--- src/logic/uart_pins_map.svh ---
`ifndef UART_PINS_MAP_SVH
`define UART_PINS_MAP_SVH

// Modem status register fields
`define MSR_DCTS_BIT  0
`define MSR_DDSR_BIT  1
`define MSR_DDCD_BIT  3
`define MSR_CTS_BIT   4
`define MSR_DSR_BIT   5
`define MSR_DCD_BIT   7
// Modem control register fields
`define MCTL_DTR_BIT   0
`define MCTL_USER1_BIT 2
`define MCTL_USER2_BIT 3
`define MCTL_LOOP_BIT  4
`define MCTL_RESET     8'h00
`define MSR_RESET     8'h00
`endif

--- src/logic/uart_pins_pkg.sv ---
package uart_pins_pkg;
   // Modem line levels as seen on the pins (active low lines)
   typedef struct packed {
      logic dcd_n;
      logic dsr_n;
      logic cts_n;
   } modem_in_type;

   // Pending interrupt sources from the UART core
   typedef struct packed {
      logic rx_error;
      logic rx_data;
      logic rx_timeout;
      logic thr_empty;
   } irq_src_type;

   // Latched host selection
   typedef struct packed {
      logic [2:0] addr;
      logic       sel;
   } host_sel_type;
endpackage

--- src/logic/uart_host_modem_pins.sv ---
`timescale 1ns/1ps
`include "uart_pins_map.svh"
module uart_host_modem_pins
   import uart_pins_pkg::*;
(
   input  wire logic         clk_i,
   input  wire logic         reset_i,
   input  wire logic         unit_select_first_i,
   input  wire logic         unit_select_second_i,
   input  wire logic         unit_select_third_low_i,
   input  wire logic         address_latch_strobe_n_i,
   input  wire logic [2:0]   reg_addr_i,
   input  wire logic         host_read_i,
   input  wire logic         msr_read_i,
   input  wire logic [7:0]   read_data_i,
   input  wire logic [7:0]   host_data_bus_i,
   input  wire logic [7:0]   modem_control_reg_i,
   input  wire logic         modem_irq_enable_i,
   input  wire logic         auto_cts_enable_i,
   input  wire irq_src_type  irq_src_i,
   input  wire modem_in_type modem_in_i,
   output logic              selected_o,
   output logic [2:0]        sel_addr_o,
   output logic [7:0]        host_data_bus_o,
   output logic              host_data_bus_oe_n_o,
   output logic              transceiver_disable_out_o,
   output logic [7:0]        modem_status_o,
   output logic              tx_enable_o,
   output logic              irq_o,
   output logic              dtr_n_o,
   output logic              user_output_first_n_o,
   output logic              user_output_second_n_o
);

   // Chip select decode
   function automatic logic sel_decode(input logic a, input logic b, input logic c_n);
      sel_decode = a & b & ~c_n;
   endfunction

   modem_in_type sync1_q;
   modem_in_type sync2_q;
   modem_in_type prev_q;
   logic         strobe1_q;
   logic         strobe2_q;
   host_sel_type held_q;
   host_sel_type live_sel;
   logic [2:0]   delta_q;
   logic [2:0]   change;
   logic [2:0]   cs_sync1_q;
   logic [2:0]   cs_sync2_q;
   logic [2:0]   addr_sync1_q;
   logic [2:0]   addr_sync2_q;

   // Two-stage synchronisers; only stage two feeds logic
   always_ff @(posedge clk_i) begin
      if (reset_i) begin
         sync1_q   <= 3'b111;
         sync2_q   <= 3'b111;
         prev_q    <= 3'b111;
         strobe1_q <= 1'b1;
         strobe2_q <= 1'b1;
      end else begin
         sync1_q   <= modem_in_i;
         sync2_q   <= sync1_q;
         prev_q    <= sync2_q;
         strobe1_q <= address_latch_strobe_n_i;
         strobe2_q <= strobe1_q;
      end
   end

   // Host select pins are asynchronous too; synced on the same two stages as
   // the strobe so a select change and a strobe edge never slip past each other
   always_ff @(posedge clk_i) begin
      if (reset_i) begin
         cs_sync1_q   <= 3'b001;
         cs_sync2_q   <= 3'b001;
         addr_sync1_q <= 3'h0;
         addr_sync2_q <= 3'h0;
      end else begin
         cs_sync1_q   <= {unit_select_first_i, unit_select_second_i, unit_select_third_low_i};
         cs_sync2_q   <= cs_sync1_q;
         addr_sync1_q <= reg_addr_i;
         addr_sync2_q <= addr_sync1_q;
      end
   end

   // Edge of each modem line between stage two and the previous sample
   assign change = sync2_q ^ prev_q;
   // Decode only synced levels; decoding raw pins could glitch a selection
   assign live_sel.sel  = sel_decode(cs_sync2_q[2], cs_sync2_q[1], cs_sync2_q[0]);
   assign live_sel.addr = addr_sync2_q;

   // Selection follows pins while strobe low, frozen while high
   always_ff @(posedge clk_i) begin
      if (reset_i) begin
         held_q     <= '0;
         selected_o <= 1'b0;
         sel_addr_o <= 3'h0;
      end else if (!strobe2_q) begin
         held_q     <= live_sel;
         selected_o <= live_sel.sel;
         sel_addr_o <= live_sel.addr;
      end else begin
         selected_o <= held_q.sel;
         sel_addr_o <= held_q.addr;
      end
   end

   // Delta bits: set wins over read-clear so no edge is lost
   always_ff @(posedge clk_i) begin
      if (reset_i) begin
         delta_q <= 3'b000;
      end else begin
         delta_q <= (msr_read_i ? 3'b000 : delta_q) | change;
      end
   end

   // Status byte: inverted pin levels, deltas in low nibble
   always_ff @(posedge clk_i) begin
      if (reset_i) begin
         modem_status_o <= `MSR_RESET;
      end else begin
         modem_status_o <= `MSR_RESET;
         modem_status_o[`MSR_CTS_BIT]  <= ~sync2_q.cts_n;
         modem_status_o[`MSR_DSR_BIT]  <= ~sync2_q.dsr_n;
         modem_status_o[`MSR_DCD_BIT]  <= ~sync2_q.dcd_n;
         modem_status_o[`MSR_DCTS_BIT] <= (msr_read_i ? 1'b0 : delta_q[0]) | change[0];
         modem_status_o[`MSR_DDSR_BIT] <= (msr_read_i ? 1'b0 : delta_q[1]) | change[1];
         modem_status_o[`MSR_DDCD_BIT] <= (msr_read_i ? 1'b0 : delta_q[2]) | change[2];
      end
   end

   // Interrupt: level from pending core sources and enabled modem deltas, the cts delta only outside auto mode; a status read clears the deltas
   always_ff @(posedge clk_i) begin
      if (reset_i) begin
         irq_o <= 1'b0;
      end else begin
         irq_o <= (|irq_src_i)
                  | (modem_irq_enable_i & ~auto_cts_enable_i & delta_q[0])
                  | (modem_irq_enable_i & (delta_q[1] | delta_q[2]))
                  ;
      end
   end

   // Transmitter gate from clear-to-send in auto mode
   always_ff @(posedge clk_i) begin
      if (reset_i) begin
         tx_enable_o <= 1'b1;
      end else begin
         tx_enable_o <= ~auto_cts_enable_i | ~sync2_q.cts_n;
      end
   end

   // Data bus drive; only a selected read turns drivers on
   always_ff @(posedge clk_i) begin
      if (reset_i) begin
         host_data_bus_o           <= 8'h00;
         host_data_bus_oe_n_o      <= 1'b1;
         transceiver_disable_out_o <= 1'b0;
      end else begin
         host_data_bus_o           <= read_data_i;
         host_data_bus_oe_n_o      <= ~(host_read_i & selected_o);
         transceiver_disable_out_o <= host_read_i & selected_o;
      end
   end

   // Modem control outputs, inactive high in loopback
   // Loopback forces all three inactive so a self test never signals the far end
   always_ff @(posedge clk_i) begin
      if (reset_i) begin
         dtr_n_o                <= 1'b1;
         user_output_first_n_o  <= 1'b1;
         user_output_second_n_o <= 1'b1;
      end else begin
         dtr_n_o <= modem_control_reg_i[`MCTL_LOOP_BIT]
                    | ~modem_control_reg_i[`MCTL_DTR_BIT];
         user_output_first_n_o <= modem_control_reg_i[`MCTL_LOOP_BIT]
                    | ~modem_control_reg_i[`MCTL_USER1_BIT];
         user_output_second_n_o <= modem_control_reg_i[`MCTL_LOOP_BIT]
                    | ~modem_control_reg_i[`MCTL_USER2_BIT];
      end
   end

   // host_data_bus_i is sampled by the register core, not here
   logic unused_bus;
   assign unused_bus = ^host_data_bus_i;

   // Checks watch registered outputs one edge after their cause, which is
   // the one-cycle answer the host side relies on
   // Sync stages are read directly so pin timing in a test cannot hide a fault
   // Modem control outputs
   chk_dtr_loop_high: assert property (
      @(posedge clk_i) disable iff (reset_i)
      modem_control_reg_i[`MCTL_LOOP_BIT] |=> dtr_n_o)
      else $error("dtr active in loopback");
   chk_dtr_set_low: assert property (
      @(posedge clk_i) disable iff (reset_i)
      (modem_control_reg_i[`MCTL_DTR_BIT] && !modem_control_reg_i[`MCTL_LOOP_BIT]) |=> !dtr_n_o)
      else $error("dtr not driven active");
   chk_dtr_clear_high: assert property (
      @(posedge clk_i) disable iff (reset_i)
      !modem_control_reg_i[`MCTL_DTR_BIT] |=> dtr_n_o)
      else $error("dtr active with bit clear");
   chk_out_inactive: assert property (
      @(posedge clk_i) disable iff (reset_i)
      !modem_control_reg_i[`MCTL_USER1_BIT] |=> user_output_first_n_o)
      else $error("first user output active with bit clear");
   chk_user1_active: assert property (
      @(posedge clk_i) disable iff (reset_i)
      (modem_control_reg_i[`MCTL_USER1_BIT] && !modem_control_reg_i[`MCTL_LOOP_BIT])
      |=> !user_output_first_n_o)
      else $error("first user output not driven active");
   chk_user2_active: assert property (
      @(posedge clk_i) disable iff (reset_i)
      (modem_control_reg_i[`MCTL_USER2_BIT] && !modem_control_reg_i[`MCTL_LOOP_BIT])
      |=> !user_output_second_n_o)
      else $error("second user output not driven active");
   chk_user1_loop: assert property (
      @(posedge clk_i) disable iff (reset_i)
      modem_control_reg_i[`MCTL_LOOP_BIT] |=> user_output_first_n_o)
      else $error("first user output active in loopback");
   chk_user2_loop: assert property (
      @(posedge clk_i) disable iff (reset_i)
      (modem_control_reg_i[`MCTL_LOOP_BIT] || !modem_control_reg_i[`MCTL_USER2_BIT])
      |=> user_output_second_n_o)
      else $error("second user output active when it must be inactive");

   // Modem status byte and change flags
   chk_cts_level: assert property (
      @(posedge clk_i) disable iff (reset_i)
      modem_status_o[`MSR_CTS_BIT] == !$past(sync2_q.cts_n))
      else $error("cts level mismatch");
   chk_dsr_level: assert property (
      @(posedge clk_i) disable iff (reset_i)
      modem_status_o[`MSR_DSR_BIT] == !$past(sync2_q.dsr_n))
      else $error("dsr level mismatch");
   chk_dcd_level: assert property (
      @(posedge clk_i) disable iff (reset_i)
      modem_status_o[`MSR_DCD_BIT] == !$past(sync2_q.dcd_n))
      else $error("dcd level mismatch");
   chk_cts_delta: assert property (
      @(posedge clk_i) disable iff (reset_i)
      $changed(sync2_q.cts_n) |=> modem_status_o[`MSR_DCTS_BIT])
      else $error("cts change not flagged");
   chk_dsr_delta: assert property (
      @(posedge clk_i) disable iff (reset_i)
      $changed(sync2_q.dsr_n) |=> modem_status_o[`MSR_DDSR_BIT])
      else $error("dsr change not flagged");
   chk_dcd_delta: assert property (
      @(posedge clk_i) disable iff (reset_i)
      $changed(sync2_q.dcd_n) |=> modem_status_o[`MSR_DDCD_BIT])
      else $error("dcd change not flagged");
   chk_delta_clear: assert property (
      @(posedge clk_i) disable iff (reset_i)
      (msr_read_i && change == 3'b000) |=> delta_q == 3'b000)
      else $error("delta not cleared on read");

   // Host bus, driver disable and selection
   chk_drv_disable: assert property (
      @(posedge clk_i) disable iff (reset_i)
      !host_read_i |=> !transceiver_disable_out_o)
      else $error("driver disable not low");
   chk_bus_drive: assert property (
      @(posedge clk_i) disable iff (reset_i)
      !host_data_bus_oe_n_o |-> $past(host_read_i))
      else $error("bus driven outside read");
   chk_bus_data: assert property (
      @(posedge clk_i) disable iff (reset_i)
      !host_data_bus_oe_n_o |-> host_data_bus_o == $past(read_data_i))
      else $error("bus drives wrong byte");
   chk_sel_decode: assert property (
      @(posedge clk_i) disable iff (reset_i)
      (!strobe2_q && !cs_sync2_q[2]) |=> !selected_o)
      else $error("selected with select low");
   chk_sel_held: assert property (
      @(posedge clk_i) disable iff (reset_i)
      (strobe2_q && $past(strobe2_q)) |=> $stable(selected_o))
      else $error("selection changed while held");
   chk_sel_live: assert property (
      @(posedge clk_i) disable iff (reset_i)
      !strobe2_q |=> selected_o == $past(live_sel.sel))
      else $error("selection not following pins");

   // Interrupt and transmitter gate
   chk_irq_auto_cts: assert property (
      @(posedge clk_i) disable iff (reset_i)
      (auto_cts_enable_i && irq_src_i == '0 && delta_q[2:1] == 2'b00) |=> !irq_o)
      else $error("cts irq in auto mode");
   chk_irq_pending: assert property (
      @(posedge clk_i) disable iff (reset_i)
      irq_src_i != '0 |=> irq_o)
      else $error("pending source without irq");
   chk_irq_modem: assert property (
      @(posedge clk_i) disable iff (reset_i)
      (modem_irq_enable_i && delta_q[2:1] != 2'b00) |=> irq_o)
      else $error("modem change without irq");
   chk_irq_idle: assert property (
      @(posedge clk_i) disable iff (reset_i)
      (irq_src_i == '0 && delta_q == 3'b000) |=> !irq_o)
      else $error("irq high with nothing pending");
   chk_tx_gate: assert property (
      @(posedge clk_i) disable iff (reset_i)
      (auto_cts_enable_i && sync2_q.cts_n) |=> !tx_enable_o)
      else $error("transmitter not gated by cts");
endmodule

--- config.mk ---
export PLATFORM = sky130hd
export DESIGN_NAME = uart_host_modem_pins
export DESIGN_NICKNAME = d
export VERILOG_FILES = /design/src/logic/uart_pins_pkg.sv /design/src/logic/uart_host_modem_pins.sv
export VERILOG_INCLUDE_DIRS = /design/src /design/src/logic
export SDC_FILE = /design/constraint.sdc
export NUM_CORES = 1
export LEC_CHECK = 0
export ABC_CLOCK_PERIOD_IN_PS = 900
export BUFFER_PORTS_ARGS = -buffer_cell sky130_fd_sc_hd__buf_2
export CAP_MARGIN = 25
export CORE_UTILIZATION = 30
export CTS_BUF_LIST = sky130_fd_sc_hd__clkbuf_2 sky130_fd_sc_hd__clkbuf_4 sky130_fd_sc_hd__clkbuf_8
export DETAILED_ROUTE_END_ITERATION = 8
export PLACE_DENSITY_LB_ADDON = 0.12
export SLEW_MARGIN = 5
export SYNTH_ARGS = -nofsm -noshare
export SYNTH_HDL_FRONTEND = slang
export SYNTH_SLANG_ARGS = --single-unit
--- constraint.sdc ---
create_clock -name clk_i -period 0.9 [get_ports clk_i]
set_input_delay 0.045 -clock clk_i [delete_from_list [all_inputs] [get_ports clk_i]]
set_output_delay 0.045 -clock clk_i [all_outputs]
set_load 0.005 [all_outputs]
==> impl_metrics.yaml <==
finish:
  final_layout_size_suffix_gt1_share_pct: 39.2
  insertedDiodeCount: 0
  synthToLayoutAreaGrowth_pct: 49.2
  most-common-layout-cells: "56 x buf_2, 49 x dfxtp_1, 24 x dlygate4sd3_1, 18 x nor2b_1, 8 x or2_2"
  largest_register_ff_count: 8
  finalNonFillerCells: 276
  leading_cell_type_in_the_layout_fill_and_taps_excluded: "buf_2"
  largestRegisters: "host_data_bus_o x8, held_q x4, modem_status_o x4"
  registers.top_by_ff_count: "host_data_bus_o"
  final_stage_net_count: 252
timing:
  period_minus_slack_ns: 0.893
  finalHoldViolCount: 1
  slew_violations: 0
  fin_worst_skew_ns: 0.00366
  timing.hold.ws_ns: -0.00189
  fmax_mhz: 1120
  finalSetupViolations: 0
  grt_setup_unrepaired: "true"
  fin_crit_sh_pct: 99.2
  setup_total_negative_slack_ns: 0
clocking:
  cts.reportedPaths.clkPinSlew_ns: 0.09
  numClockSinks: 52
  numCtsBuffers: 5
  ctsLongestPathBuffers: 2
  tritoncts: "done"
  clock_latency_ns: 0.29
  htree_levels: 2
  clock-root-buffer: "clkbuf_8"
global_route:
  global_route.usage.total_pct: 10.0
  grt_start_max_net_pins: 23
  grt_overflow: 0
  via_count_of_the_first_global_routing_pass: 1000
  antenna_found_initial: 0
  grt_first_pass_wirelength_microns: 4060
power_and_ir_drop:
  comb_power_share_pct: 7.1
  fin_total_pwr_mw: 4.41
  power.clock.fraction_pct: 38.0
  pwr_density_cell_nw_per_um2: 1980
  power_leakage_nw: 1.03
  switching_power_mw: 0.831
  vdd_drop_max_mv: 1.12
  seq_power_share_pct: 54.9
  sw_frac_of_total_pct: 18.9
  power.internal_mw: 3.58
synthesis:
  yosys_warns: 0
  synth_top_area_share_pct: 69.9
  post_synth_inst_count: 124
  synthDominantAreaCellType: "dfxtp_1"
  yosysUniqueCellTypes: 23
  post_synth_main_area_contributors: "dfxtp_1 70%, nor2b_1 8.0%, or2_2 3.4%"
  synth_seq_area_share_pct: 69.9
  mappedNetlistArea_sq_um: 1490
  ys_ff_latch: 52
  synthesis.area_per_instance_sq_um: 12.0
route:
  vias_per_cell: 3.79
  antenna_violating_nets_post_route: 0
  dr.first_iter.drc_count: 31
  detail_route.wirelength_microns: 2490
  via_total_after_detailed_routing: 1045
  drt_drc_violations_left: 0
  detail_route.wl_per_cell_microns: 9.03
  number_of_detailed_route_iterations_in_the_first_pass: 4
place:
  finalWeightedCongestion: 0.658
  place_inst: 244
  place.port_buffers: 56
  dp.final_hpwl_microns: 1640
critical_path:
  r2r_cells: 3
  worst_path_dominant_cell_family: "flip-flops"
  cp_buf_inv_count: 0
  timing.setup.critical_path_class: "register to register"
  cpPeakStageDelay_ns: 0.34
  critical_path_fanout_max: 3
  critical_path_arrival_ns: 1.08
  path_cells: "nor2b_4, o311ai_2, o21ai_1"
  critPathRequiredTime_ns: 1.08
  r2r_end: "irq_o$_SDFF_PP0_"
  slowest_stage: "dfxtp_2"
  worstReg2RegStart: "delta_q[0]$_SDFF_PP0_"
  critPathCaptureType: "register"
  reg2reg_slack_ns: 0.007
  cp-start-kind: "register"
floorplan:
  io_pins: 71
  core_area_sq_um: 4750
  dieWidth_microns: 72.5
  std_cell_rows: 25
  floorplan.initialDensity_pct: 31.3
  die_area_sq_um: 5250
  die_y_microns: 72.5
min_path:
  worst_hold_startpoint: "irq_src_i[1]"
  whs_endpoint: "irq_o$_SDFF_PP0_"
  hold_class: "input pin to register"
  hold_depth: 3
job:
  cap_violations: 0
outcome:
  status: "finished with violations"
  failed_checks: "negative hold slack"
-- timing repair --
action                                  in CTS  in global routing
cloned                                       0                  0
hold endpoints to repair                    23                  0
hold buffers                                24                  0
pin swaps                                    0                  1
gates resized for setup                      2                  5
setup buffers                                0                  0
endpoints found under the setup margin       7                  3
-- through the flow --
stage          utilization [%]  worst slack, ns  hold WS, ns  instance area [sq um]
2_1_floorplan                -           0.0283        0.107                   1490
3_3_place_gp              38.6          0.00972        0.212                   1840
3_5_place_dp              38.6          -0.0241        0.219                   1840
4_1_cts                   46.3          0.00665     -0.00391                   2200
5_1_grt                   46.8          -0.0411     0.000492                   2220
6_report                  46.8          0.00738     -0.00189                   2220
-- how the worst max path moves through the flow --
stage / startpoint / to / slack (ns) / depth (start not counted)
2_1_floorplan: strobe2_q$_SDFF_PP1_ / held_q[0]$_SDFFE_PP0N_ / 0.03 / 4
3_3_place_gp: strobe2_q$_SDFF_PP1_ / selected_o$_SDFF_PP0_ / 0.01 / 3
3_5_place_dp: strobe2_q$_SDFF_PP1_ / held_q[0]$_SDFFE_PP0N_ / -0.02 / 3
4_1_cts: delta_q[0]$_SDFF_PP0_ / irq_o$_SDFF_PP0_ / 0.007 / 3
5_1_grt: delta_q[0]$_SDFF_PP0_ / irq_o$_SDFF_PP0_ / -0.04 / 3
6_report: delta_q[0]$_SDFF_PP0_ / irq_o$_SDFF_PP0_ / 0.007 / 3
-- tightest hold or removal path: cells and delay by family --
kind	cells	cell delay [ns]
AO/OA/AOI/OAI	1	0.10
AND/OR/NAND/NOR	1	0.04
buffers and inverters	1	0.08
-- cell usage after synthesis --
library cell / number
nor2b_1: 19
mux2i_1: 3
nand3_1: 1
a21oi_1: 4
nor4bb_4: 1
nor4_1: 1
or2_2: 8
o21ai_0: 1
nor2_1: 5
nor2_2: 1
buf_4: 2
inv_1: 5
buf_2: 3
buf_6: 1
nand2b_1: 3
or2_1: 4
o311ai_1: 1
nand2_1: 3
clkbuf_1: 1
conb_1: 1
dfxtp_1: 52
xnor2_1: 3
and3_1: 1
-- power groups by stage --
stage | combinational (mW) | sequential [mW] | clock [mW]
floorplan | 0.112 | 2.47 | 0
global placement | 0.227 | 2.47 | 0
detailed placement | 0.233 | 2.47 | 0
CTS | 0.313 | 2.42 | 1.75
global route | 0.350 | 2.43 | 1.83
finish | 0.315 | 2.42 | 1.67
-- cell families (layout without fill, tap and decap cells) --
kind of cell,after synthesis,in the layout,share of synthesized area [%]
muxes,3,3,2.02
xor gates and xnor gates,3,3,1.76
other,1,2,0.252
buffers and inverters,12,96,4.28
and+or+nand+nor,47,47,19.6
DFF,52,52,69.9
AOI/OAI and AO/OA,6,6,2.27
-- metal layers --
metal  GRT usage, %  routed length, microns  up-vias
li1               -                       -      544
met1           10.9                    1110      443
met2           17.2                    1130       54
met3           4.31                     223        4
met4           3.92                      31        0
met5              0                       0        -
-- layout make-up --
| cell class | instances | area [sq um] |
|---|---|---|
| Inverter | 5 | 18.8 |
| Sequential cell | 52 | 1050 |
| Timing Repair Buffer | 83 | 543 |
| Clock inverter | 1 | 30.0 |
| Tap cell | 67 | 83.8 |
| Multi-Input combinational cell | 61 | 404 |
| Clock buffer | 7 | 96.3 |
| Fill cell | 466 | 2530 |
No activity file was read; power rests on OpenSTA's default activity.
